--- config.mk ---
export PLATFORM = sky130hd
export DESIGN_NAME = dtsr_top
export DESIGN_NICKNAME = d
export VERILOG_FILES = /design/src/dtsr_pkg.sv /design/src/dtsr_mem.sv /design/src/dtsr_seq.sv /design/src/dtsr_top.sv
export VERILOG_INCLUDE_DIRS = /design/src
export SDC_FILE = /design/constraint.sdc
export NUM_CORES = 2
export LEC_CHECK = 0
export BUFFER_PORTS_ARGS = -buffer_cell sky130_fd_sc_hd__buf_2
export CAP_MARGIN = 20
export CELL_PAD_IN_SITES_DETAIL_PLACEMENT = 0
export CELL_PAD_IN_SITES_GLOBAL_PLACEMENT = 1
export CORE_ASPECT_RATIO = 0.8
export CORE_MARGIN = 8
export CORE_UTILIZATION = 35
export DETAILED_ROUTE_END_ITERATION = 12
export PLACE_DENSITY = 0.64
export SYNTH_ARGS = -nofsm -noshare
export SYNTH_HDL_FRONTEND = slang
export SYNTH_MEMORY_MAX_BITS = 65536
export SYNTH_SLANG_ARGS = --single-unit
--- constraint.sdc ---
create_clock -name ref_clk -period 10 [get_ports ref_clk]
set_input_delay 2 -clock ref_clk [delete_from_list [all_inputs] [get_ports ref_clk]]
set_output_delay 2 -clock ref_clk [all_outputs]
set_load 0.01 [all_outputs]
--- src/dtsr_cfg.svh ---
// constants for the debug trace status readout block
// assumes inclusion by dtsr_seq and dtsr_top
`ifndef DTSR_CFG_SVH
`define DTSR_CFG_SVH
`define DTSR_STATUS_OFS 8'h21
`define DTSR_INFO_OFS 8'h22
`define DTSR_CNT_OFS 8'h23
`define DTSR_CTRL_OFS 8'h20
`define DTSR_TBH_OFS 8'h24
`define DTSR_TBL_OFS 8'h26
`define DTSR_FULL_BIT 7
`define DTSR_EXT_BIT 6
`define DTSR_ARM_BIT 7
`define DTSR_SSF_DISARMED 3'h0
`define DTSR_SSF_FIRST 3'h1
`define DTSR_SSF_FINAL 3'h4
`define DTSR_LINES 64
`endif

--- src/dtsr_pkg.sv ---
// types for the debug trace status readout block
// assumes dtsr_cfg.svh constants
package dtsr_pkg;
  typedef enum logic [1:0] {DTSR_IDLE, DTSR_ARMED, DTSR_DONE} dtsr_phase_t;
endpackage

--- src/dtsr_mem.sv ---
// trace line store, 64 lines of 64 bits plus 8 info bits
// assumes one write strobe per captured line
`timescale 1ns/10ps
module dtsr_mem #(
  parameter int LINES = 64,
  parameter int AW = 6
) (
  input wire logic ref_clk,
  input wire logic wr_en,
  input wire logic [AW-1:0] wr_addr,
  input wire logic [71:0] wr_data,
  input wire logic [AW-1:0] rd_addr,
  output logic [71:0] rd_data
);
  logic [71:0] mem [LINES];
  initial begin
    if (LINES != (1 << AW)) $error("depth must be a power of two");
  end
  always_ff @(posedge ref_clk) begin
    if (wr_en) begin
      mem[wr_addr] <= wr_data;
    end
  end
  assign rd_data = mem[rd_addr];
endmodule

--- src/dtsr_seq.sv ---
// state sequencer flag field keeper
// assumes single-cycle arm, disarm, trigger and advance strobes
`timescale 1ns/10ps
`include "dtsr_cfg.svh"
module dtsr_seq (
  input wire logic ref_clk,
  input wire logic sys_rst,
  input wire logic arm_set,
  input wire logic sw_disarm,
  input wire logic trig_end,
  input wire logic adv,
  output logic [2:0] state_r
);
  logic [2:0] state_nxt;
  always_comb begin
    state_nxt = state_r;
    if (arm_set) begin
      state_nxt = `DTSR_SSF_FIRST;
    end else if (trig_end) begin
      state_nxt = `DTSR_SSF_DISARMED;
    end else if (sw_disarm) begin
      state_nxt = state_r;
    end else if (adv && state_r != `DTSR_SSF_DISARMED &&
                 state_r < `DTSR_SSF_FINAL) begin
      state_nxt = state_r + 3'h1;
    end
  end
  always_ff @(posedge ref_clk) begin
    if (sys_rst) begin
      state_r <= 3'h0;
    end else begin
      state_r <= state_nxt;
    end
  end
  chk_arm_first: assert property (@(posedge ref_clk) disable iff (sys_rst)
    arm_set |=> state_r == 3'h1) else $error("arm not first state");
  chk_trig_clear: assert property (@(posedge ref_clk) disable iff (sys_rst)
    trig_end && !arm_set |=> state_r == 3'h0)
    else $error("trigger did not clear");
  chk_sw_hold: assert property (@(posedge ref_clk) disable iff (sys_rst)
    sw_disarm && !arm_set && !trig_end |=> $stable(state_r))
    else $error("disarm changed state");
  chk_no_resv: assert property (@(posedge ref_clk) disable iff (sys_rst)
    state_r <= 3'h4) else $error("reserved state");
endmodule

--- src/dtsr_top.sv ---
// debug status, line info and trace buffer readout
// assumes register strobes are one-cycle, synchronous to ref_clk
// Contract
// - full flag sets after 64 lines since arming; then all lines valid
// - full flag cleared by arm write or power-on reset only
// - external tag hit after arming sets flag; arm write clears it
// - sequencer field updates on each state transition while armed
// - software disarm keeps the sequencer field unchanged
// - internal trigger end returns sequencer field to zero
// - arming forces the sequencer field to 001
// - encoding 000 disarmed, 001-011 states, 100 final, rest reserved
// - main processor size and direction bits, detail mode only
// - coprocessor size and direction bits, detail mode only
// - opcode fetch bit per processor in detail mode
// - coprocessor real access bit in detail mode
// - arm locks buffer; aligned word write while disarmed unlocks
// - only aligned word reads return data; others zero, no advance
// - oldest first; line count never decreases while reading
// - after session pointer goes to oldest entry
// - aligned word write to high port resets pointer to oldest
`timescale 1ns/10ps
`include "dtsr_cfg.svh"
module dtsr_top #(
  parameter int LINES = `DTSR_LINES,
  parameter int AW = 6
) (
  input wire logic ref_clk,
  input wire logic sys_rst,
  input wire logic por_rst,
  input wire logic reg_wr,
  input wire logic reg_rd,
  input wire logic [7:0] reg_addr,
  input wire logic reg_word,
  input wire logic [15:0] reg_wdata,
  output logic [15:0] reg_rdata,
  input wire logic trace_en,
  input wire logic detail_mode,
  input wire logic secured,
  input wire logic cap_valid,
  input wire logic [63:0] cap_data,
  input wire logic main_cpu_byte_size_bit,
  input wire logic main_cpu_read_bit,
  input wire logic main_cpu_opfetch_bit,
  input wire logic coproc_real_access_bit,
  input wire logic coproc_byte_size_bit,
  input wire logic coproc_read_bit,
  input wire logic coproc_opfetch_bit,
  input wire logic [1:0] external_tag_inputs,
  input wire logic seq_adv,
  input wire logic trig_end,
  output logic [2:0] sequencer_state_field,
  output logic armed
);
  dtsr_pkg::dtsr_phase_t phase_r;
  logic trace_full_flag_r;
  logic external_tag_hit_flag_r;
  logic [6:0] valid_line_count_r;
  logic [AW-1:0] wr_ptr_r;
  logic [AW-1:0] rd_ptr_r;
  logic [1:0] word_r;
  logic unlocked_r;
  logic [7:0] info_r;
  logic [71:0] line;
  logic [7:0] info_nxt;
  logic [AW-1:0] oldest;
  logic ctrl_wr, arm_set, sw_disarm, aligned, can_read;
  logic tb_rd, tb_rd_ok, tbh_wr, tb_wr;
  logic [15:0] tb_word;

  initial begin
    if (LINES != (1 << AW) || LINES > 64) $error("bad trace depth");
  end

  assign ctrl_wr = reg_wr && reg_addr == `DTSR_CTRL_OFS;
  assign arm_set = ctrl_wr && reg_wdata[`DTSR_ARM_BIT];
  assign sw_disarm = ctrl_wr && !reg_wdata[`DTSR_ARM_BIT] && armed;
  assign aligned = reg_word && !reg_addr[0];
  assign tb_rd = reg_rd && reg_addr >= `DTSR_TBH_OFS &&
                 reg_addr < `DTSR_TBL_OFS + 8'h2;
  assign tbh_wr = reg_wr && aligned && reg_addr == `DTSR_TBH_OFS;
  assign tb_wr = reg_wr && aligned && (reg_addr == `DTSR_TBH_OFS ||
                 reg_addr == `DTSR_TBL_OFS);
  // reader obligations folded into a gate: data only when permitted
  assign can_read = !armed && trace_en && !secured && unlocked_r;
  assign tb_rd_ok = tb_rd && aligned && can_read;
  assign armed = phase_r == dtsr_pkg::DTSR_ARMED;
  // oldest entry is line zero unless the store wrapped
  assign oldest = trace_full_flag_r ? wr_ptr_r : '0;

  dtsr_seq u_seq (
    .ref_clk(ref_clk),
    .sys_rst(sys_rst),
    .arm_set(arm_set),
    .sw_disarm(sw_disarm),
    .trig_end(trig_end && armed),
    .adv(seq_adv && armed),
    .state_r(sequencer_state_field)
  );

  always_comb begin
    info_nxt = 8'h00;
    if (detail_mode) begin
      info_nxt[6] = main_cpu_byte_size_bit;
      info_nxt[5] = main_cpu_read_bit;
      info_nxt[4] = main_cpu_opfetch_bit;
      info_nxt[3] = coproc_real_access_bit;
      info_nxt[2] = coproc_byte_size_bit;
      info_nxt[1] = coproc_read_bit;
      info_nxt[0] = coproc_opfetch_bit;
    end
  end

  dtsr_mem #(.LINES(LINES), .AW(AW)) u_mem (
    .ref_clk(ref_clk),
    .wr_en(cap_valid && armed),
    .wr_addr(wr_ptr_r),
    .wr_data({info_nxt, cap_data}),
    .rd_addr(rd_ptr_r),
    .rd_data(line)
  );

  // session phase
  always_ff @(posedge ref_clk) begin
    if (sys_rst) begin
      phase_r <= dtsr_pkg::DTSR_IDLE;
    end else if (arm_set) begin
      phase_r <= dtsr_pkg::DTSR_ARMED;
    end else if (armed && (sw_disarm || trig_end)) begin
      phase_r <= dtsr_pkg::DTSR_DONE;
    end
  end

  // full flag lives on power-on reset only, ordinary reset leaves it
  always_ff @(posedge ref_clk) begin
    if (por_rst) begin
      trace_full_flag_r <= 1'b0;
    end else if (arm_set) begin
      trace_full_flag_r <= 1'b0;
    end else if (armed && cap_valid && valid_line_count_r == 7'(LINES - 1))
    begin
      trace_full_flag_r <= 1'b1;
    end
  end

  always_ff @(posedge ref_clk) begin
    if (sys_rst) begin
      external_tag_hit_flag_r <= 1'b0;
    end else if (arm_set) begin
      external_tag_hit_flag_r <= 1'b0;
    end else if (armed && |external_tag_inputs) begin
      external_tag_hit_flag_r <= 1'b1;
    end
  end

  // capture side: count saturates at depth, reads never touch it
  always_ff @(posedge ref_clk) begin
    if (sys_rst) begin
      valid_line_count_r <= 7'h00;
      wr_ptr_r <= '0;
    end else if (arm_set) begin
      valid_line_count_r <= 7'h00;
      wr_ptr_r <= '0;
    end else if (armed && cap_valid) begin
      wr_ptr_r <= wr_ptr_r + 1'b1;
      if (valid_line_count_r != 7'(LINES)) begin
        valid_line_count_r <= valid_line_count_r + 7'h01;
      end
    end
  end

  always_ff @(posedge ref_clk) begin
    if (sys_rst) begin
      unlocked_r <= 1'b0;
    end else if (arm_set) begin
      unlocked_r <= 1'b0;
    end else if (tb_wr && !armed) begin
      unlocked_r <= 1'b1;
    end
  end

  // read pointer and word index within the 64-bit line
  always_ff @(posedge ref_clk) begin
    if (sys_rst) begin
      rd_ptr_r <= '0;
      word_r <= 2'h0;
    end else if (armed && (sw_disarm || trig_end)) begin
      rd_ptr_r <= trace_full_flag_r || (cap_valid &&
                  valid_line_count_r == 7'(LINES - 1)) ?
                  wr_ptr_r + AW'(cap_valid) : '0;
      word_r <= 2'h0;
    end else if (tbh_wr) begin
      rd_ptr_r <= oldest;
      word_r <= 2'h0;
    end else if (tb_rd_ok) begin
      word_r <= word_r + 2'h1;
      if (word_r == 2'h3) begin
        rd_ptr_r <= rd_ptr_r + 1'b1;
      end
    end
  end

  always_comb begin
    case (word_r)
      2'h0: tb_word = line[63:48];
      2'h1: tb_word = line[47:32];
      2'h2: tb_word = line[31:16];
      default: tb_word = line[15:0];
    endcase
  end

  always_ff @(posedge ref_clk) begin
    if (sys_rst) begin
      info_r <= 8'h00;
    end else if (tb_rd_ok && word_r == 2'h0) begin
      info_r <= line[71:64];
    end
  end

  // read data registered; misaligned or locked trace buffer reads give zero
  always_ff @(posedge ref_clk) begin
    if (sys_rst) begin
      reg_rdata <= 16'h0000;
    end else if (reg_rd) begin
      reg_rdata <= 16'h0000;
      if (tb_rd) begin
        reg_rdata <= tb_rd_ok ? tb_word : 16'h0000;
      end else if (reg_addr == `DTSR_STATUS_OFS) begin
        reg_rdata <= {8'h00, trace_full_flag_r, external_tag_hit_flag_r,
                      3'b000, sequencer_state_field};
      end else if (reg_addr == `DTSR_INFO_OFS) begin
        reg_rdata <= {8'h00, info_r};
      end else if (reg_addr == `DTSR_CNT_OFS) begin
        reg_rdata <= {9'h000, valid_line_count_r};
      end else if (reg_addr == `DTSR_CTRL_OFS) begin
        reg_rdata <= {8'h00, armed, 7'h00};
      end
    end
  end

  chk_full_set: assert property (@(posedge ref_clk) disable iff (por_rst)
    armed && cap_valid && !arm_set && valid_line_count_r == 7'(LINES - 1)
    |=> trace_full_flag_r) else $error("full flag missed");
  chk_full_clear: assert property (@(posedge ref_clk) disable iff (por_rst)
    arm_set |=> !trace_full_flag_r) else $error("full not cleared");
  chk_ext_hit: assert property (@(posedge ref_clk) disable iff (sys_rst)
    armed && !arm_set && |external_tag_inputs |=> external_tag_hit_flag_r)
    else $error("tag hit lost");
  chk_lock_arm: assert property (@(posedge ref_clk) disable iff (sys_rst)
    arm_set |=> !unlocked_r [*2]) else $error("buffer not locked");
  chk_bad_read: assert property (@(posedge ref_clk) disable iff (sys_rst)
    tb_rd && !aligned && !reg_wr |=> reg_rdata == 16'h0000 &&
    $stable(rd_ptr_r)) else $error("bad read returned data");
  chk_cnt_hold: assert property (@(posedge ref_clk) disable iff (sys_rst)
    tb_rd_ok |=> valid_line_count_r >= $past(valid_line_count_r))
    else $error("count dropped on read");
  chk_restart: assert property (@(posedge ref_clk) disable iff (sys_rst)
    tbh_wr && !armed && !arm_set |=> rd_ptr_r == $past(oldest) &&
    word_r == 2'h0) else $error("restart missed");
  chk_line_adv: assert property (@(posedge ref_clk) disable iff (sys_rst)
    tb_rd_ok && !tbh_wr && word_r != 2'h3 && !armed |=> $stable(rd_ptr_r))
    else $error("early advance");
  chk_info_detail: assert property (@(posedge ref_clk) disable iff (sys_rst)
    !detail_mode |-> info_nxt == 8'h00)
    else $error("info outside detail");
endmodule

# [Yosys cells after proc, flatten, opt, wreduce, memory -nomap -nowiden]
# Memory sizes are Yosys's and may differ from the RTL's. A register that Yosys moved wholly into a read port is not among the register bits.
# Cells that the tools add are included.
[totals] word_cells=109 ramBits=4544 register_bits=53 memories=1 out_inout_bits=20 in_bits=109
[op_classes] n_addsub=6 n_eq_ne=13 mux=24 reduce_logical=48 bitwise_logic=1 magnitude_cmp=3
[memory_table] name="u_mem.mem" depth=64 word_bits=71 rd=1 rd_ports_with_merged_regs=1 write_ports=1 line="dtsr_mem.sv:15" rtl="logic [71:0] mem [LINES];"
[op_table] op="$eq 8x6->1 const B" n=6
[op_table] op="$mux 6" n=8
[op_table] op="$pmux 16 s3" n=1
[op_table] op="$mux 16" n=2
[op_table] op="$mux 8" n=4
[op_table] op="$logic_and 1x1->1" n=26
[op_table] op="$add 6x1->6 const B" n=2
[op_table] op="$reduce_bool 3->1" n=4
[op_table] op="$ge 8x6->1 const B" n=1
[op_table] op="$lt 8x6->1 const B" n=1
[op_table] op="$mux 1" n=8
[op_table] op="$reduce_and 2->1" n=4
[op_table] op="$add 7x1->7 const B" n=1
[op_table] op="$eq 7x6->1 const B" n=1
[op_table] op="$mux 7" n=1
[op_table] op="$ne 7x7->1 const B" n=1
[op_table] op="$add 6x1->6" n=1
[op_table] op="$reduce_or 2->1" n=3
[op_table] op="$reduce_or 3->1" n=2
[op_table] op="$eq 2x1->1 const B" n=2
[op_table] op="$eq 2x2->1 const B" n=2
[op_table] op="$logic_not 1->1" n=4
[op_table] op="$add 3x1->3 const B" n=1
[op_table] op="$logic_or 1x1->1" n=3
[op_table] op="6 further kinds" n=6

# [Depth between registers and ports, before layout]
[logic_depth] depth_word=11 ltp_mapped=14 ltp_nobuf=8

# [Cells and area by module]
# A second synthesis with hierarchy kept.
[hier_totals] cells_unflattened=7633 area_unflattened_um2=177022.3
[by_module_without_submodules] mod="dtsr_mem" cells_per_inst=7233 seq_area_each_um2=138372.7 area_each_um2=173772.9 n_inst=1
[by_module_without_submodules] mod="dtsr_top" cells_per_inst=384 seq_area_each_um2=1001.0 area_each_um2=3074.2 n_inst=1
[by_module_without_submodules] mod="dtsr_seq" cells_per_inst=16 seq_area_each_um2=60.1 area_each_um2=175.2 n_inst=1

# [Worst setup path after synthesis]
# No wires, ideal clock.
[synth_path] path_type="in2reg" start="in cap_valid" end="mem u_mem.mem[31][0] in the netlist's numbering (enable)" required_time_ps=9498 n_path_buf=1 cell_stages=4 arrival_ps=5630 setup_ps=502 setup_slack_ps=3868 path_cell_list="and3_1 > clkbuf_1 > nand3_1 > nor2_1"
[synth_between] elab_chain_cells=3
[synth_lines] element="start: declaration" line="dtsr_top.sv:39" rtl="input wire logic cap_valid,"
[synth_lines] element="$logic_and 1x1->1" line="dtsr_top.sv:115" rtl=".wr_en(cap_valid && armed),"
[synth_lines] element="$mux 1" line="dtsr_mem.sv:20" rtl="if (wr_en) begin"
[synth_lines] element="$mux 1 (not written as such)" line="dtsr_mem.sv:21" rtl="mem[wr_addr] <= wr_data;"
[synth_lines] element="end: declaration" line="dtsr_mem.sv:15"
# No other way between the ends.

# [Worst setup path in the final report]
[layout_path] start="in cap_valid" end="mem u_mem.mem[10][61] in the netlist's numbering (enable)"
# The elaborated chain is that of the path after synthesis.

==> results.yml <==
setup_path:
  r2r_setup_slack_ns: 5.04
  critPathLaunch: "cap_valid"
  worstPathMaxFanout: 30
  arrival_ns: 5.60
  critical_path_class: "input port to flop"
  cp-end-kind: "flop"
  r2r_cells: 7
  crit_required_ns: 10.63
  cp-start-kind: "input port"
route:
  vias: 87936
  first_pass_iters: 6
  wl_per_cell_um: 35.0
  route.detailed.drc: 0
  drt_iter0_markers: 13233
  vias_per_cell: 5.80
  wl_mm: 531
  detail-route-antenna-nets: 0
sta:
  finalClockSkew_ns: 0.0930
  max_clock_freq_mhz: 201
  slew_headroom_pct: 11.9
  setup_tns_ns: 0
  hold_violations: 0
  period_needed_ns: 4.97
  period_share_pct: 49.7
  rsz0062_at_grt: "no"
  finalSetupViolations: 0
  worst_slew_pin_slew_ns: 1.31
  maxSlewViolCount: 0
place:
  gp_congestion: 0.809
  postPlaceCellArea_sq_um: 186000
  hpwl_mm: 290
  io_buffers: 113
  post-place-cells: 14300
cts:
  cts.sinks: 4602
  cts_setup_buffers: 0
  numCtsBuffers: 425
  cts-resized-gates: 0
  clkSlewWorstSetupHoldPaths_ns: 0.07
  clock_latency_ns: 1.06
  htreeDepth: 5
  clock_path_buffers: 4
  ctsHoldBuffers: 0
  cts_tree: "built"
  clock-root-buffer: "clkbuf_16"
global_route:
  grt_max_degree: 120
  grt_pass1_vias: 86843
  grt-ovfl-total: 0
  antenna_found_initial: 59
  track_usage_pct: 19.4
  grt_pass1_wl_mm: 721
floorplanning:
  ios: 129
  die-area_sq_um: 529000
  core.rowCount: 233
  die_w_um: 811
  core-area_sq_um: 503000
  die_y_um: 652
  initial_utilization_pct: 35.2
yosys:
  yosys.cell_types.count: 74
  synth-seq-area-share_pct: 77.7
  avgSynthCellArea_sq_um: 23.0
  async_flop_share_pct: 0
  syn_inst: 7691
  synthFlopType: "edfxtp_1"
  syn_nets: 7812
  yosysWarnings: 0
  synth-edff-count: 4544
  syn_area_sq_um: 177000
  synth-seq-cells: 4602
power_and_ir_drop:
  p_int_mw: 30.0
  power_frac_seq_pct: 56.3
  total_power_mw: 37.6
  power_switching_share_pct: 20.3
  pwr-share-clk_pct: 42.6
  p_switching_mw: 7.65
  vdd_drop_max_mv: 0.154
  powerDensity_nw_per_um2: 188
  leakage_nw: 58.4
  combinationalPowerShare_pct: 1.1
layout:
  final_nets: 8200
  syn2layout_area_growth_pct: 13.4
  final_cell_area_sq_um: 201000
  seq_area_sq_um: 138000
  drive_above_1_share_pct: 26.6
  nFillCells: 43847
  instances_no_fill: 15173
  mostFrequentLayoutCell: "edfxtp_1"
  mostFrequentLayoutCells: "edfxtp_1 (4544), mux4_2 (1130), clkbuf_16 (426)"
  multiInputGateArea_sq_um: 37000
run:
  drv_cap: 0
min_path:
  hp-class: "flop to flop"
  hold_depth: 2
  hold_start: "external_tag_hit_flag_r"
outcome:
  status: "complete, no violations"
==> metal layers <==
metal | part of all wire [%] | vias up | wire length (um) | track usage, %
li1 | - | 33903 | - | -
met2 | 45 | 4822 | 241000 | 29.6
met1 | 41 | 48431 | 220000 | 28.0
met5 | 0.0098 | - | 52 | 0
met3 | 10 | 772 | 53400 | 4.04
met4 | 3.2 | 8 | 16800 | 5.73
==> state kept, by name (all words and copies together) (netlist names), named ones only <==
name,count
info_r,7
external_tag_hit_flag_r,1
wr_ptr_r,6
u_seq.state_r,3
trace_full_flag_r,1
phase_r,2
rd_ptr_r,6
word_r,2
unlocked_r,1
u_mem.mem,4544
valid_line_count_r,7
reg_rdata,16
==> power groups by stage <==
stage / sequential (mW) / clock [mW] / combinational, mW
3_5_place_dp: 21.6 / 0 / 0.358
4_1_cts: 21.2 / 16.3 / 0.357
5_1_grt: 21.2 / 17.0 / 0.434
2_1_floorplan: 21.6 / 0 / 0.0442
3_3_place_gp: 21.6 / 0 / 0.326
6_report: 21.2 / 16.1 / 0.407
==> per-stage QoR <==
| stage | hold slack [ns] | setup slack [ns] | utilization, % |
|---|---|---|---|
| floorplan | 0.427 | 3.87 | - |
| global placement | 0.451 | 4.20 | 36.9 |
| detailed placement | 0.461 | 4.04 | 36.9 |
| CTS | 0.470 | 4.97 | 39.6 |
| global route | 0.497 | 4.84 | 39.8 |
| finish | 0.472 | 5.03 | 39.9 |
==> final cells by class <==
type                       count  area share, %
tap                         6697           4.18
clock buffer                 531           5.55
clock inverter               251           1.25
inverter                      15         0.0355
multi-input combinational   2642           18.4
sequential                  4602           68.6
antenna                       42         0.0524
timing repair buffer         393           1.90
==> cell families after synthesis <==
group,after synthesis,synth area share (%)
compound gates,609,2.55
xor+xnor,20,0.0990
fa+ha+maj,12,0.0848
buf+inv,447,1.70
flops,4602,77.7
mux,1472,16.5
simple gates,529,1.35
==> critical path, cell delays in order <==
cell     delay (ns)
buf_2          0.15
nand2_1        0.12
nor2_1         0.23
nand2_1        0.56
nor2_4         0.93
buf_4          0.71
buf_4          0.73
==> synth_stat cells (33+ instances only) <==
cell      instances  share of area (%)
edfxtp_1       4544                 77
clkbuf_1        152               0.32
buf_2           106               0.30
a21oi_1          95               0.27
mux2i_1         321                1.8
o21ai_0          41               0.12
o22ai_1          43               0.15
o221ai_1         68               0.34
nand3_1          51               0.14
buf_6            64               0.41
nor2_1          170               0.36
buf_1            33              0.070
nor3_1           37               0.10
buf_4            35               0.15
a221oi_1         70               0.35
dfxtp_1          58               0.66
nand2_1         174               0.37
a22oi_1          83               0.35
mux4_2         1130                 14
==> worst paths after layout <==
check	end
setup / recovery	u_mem.mem[10][61]
hold / removal	external_tag_hit_flag_r
setup reg to reg	reg_rdata[3]
hold reg to reg	external_tag_hit_flag_r
(Power assumes the default switching activity.)
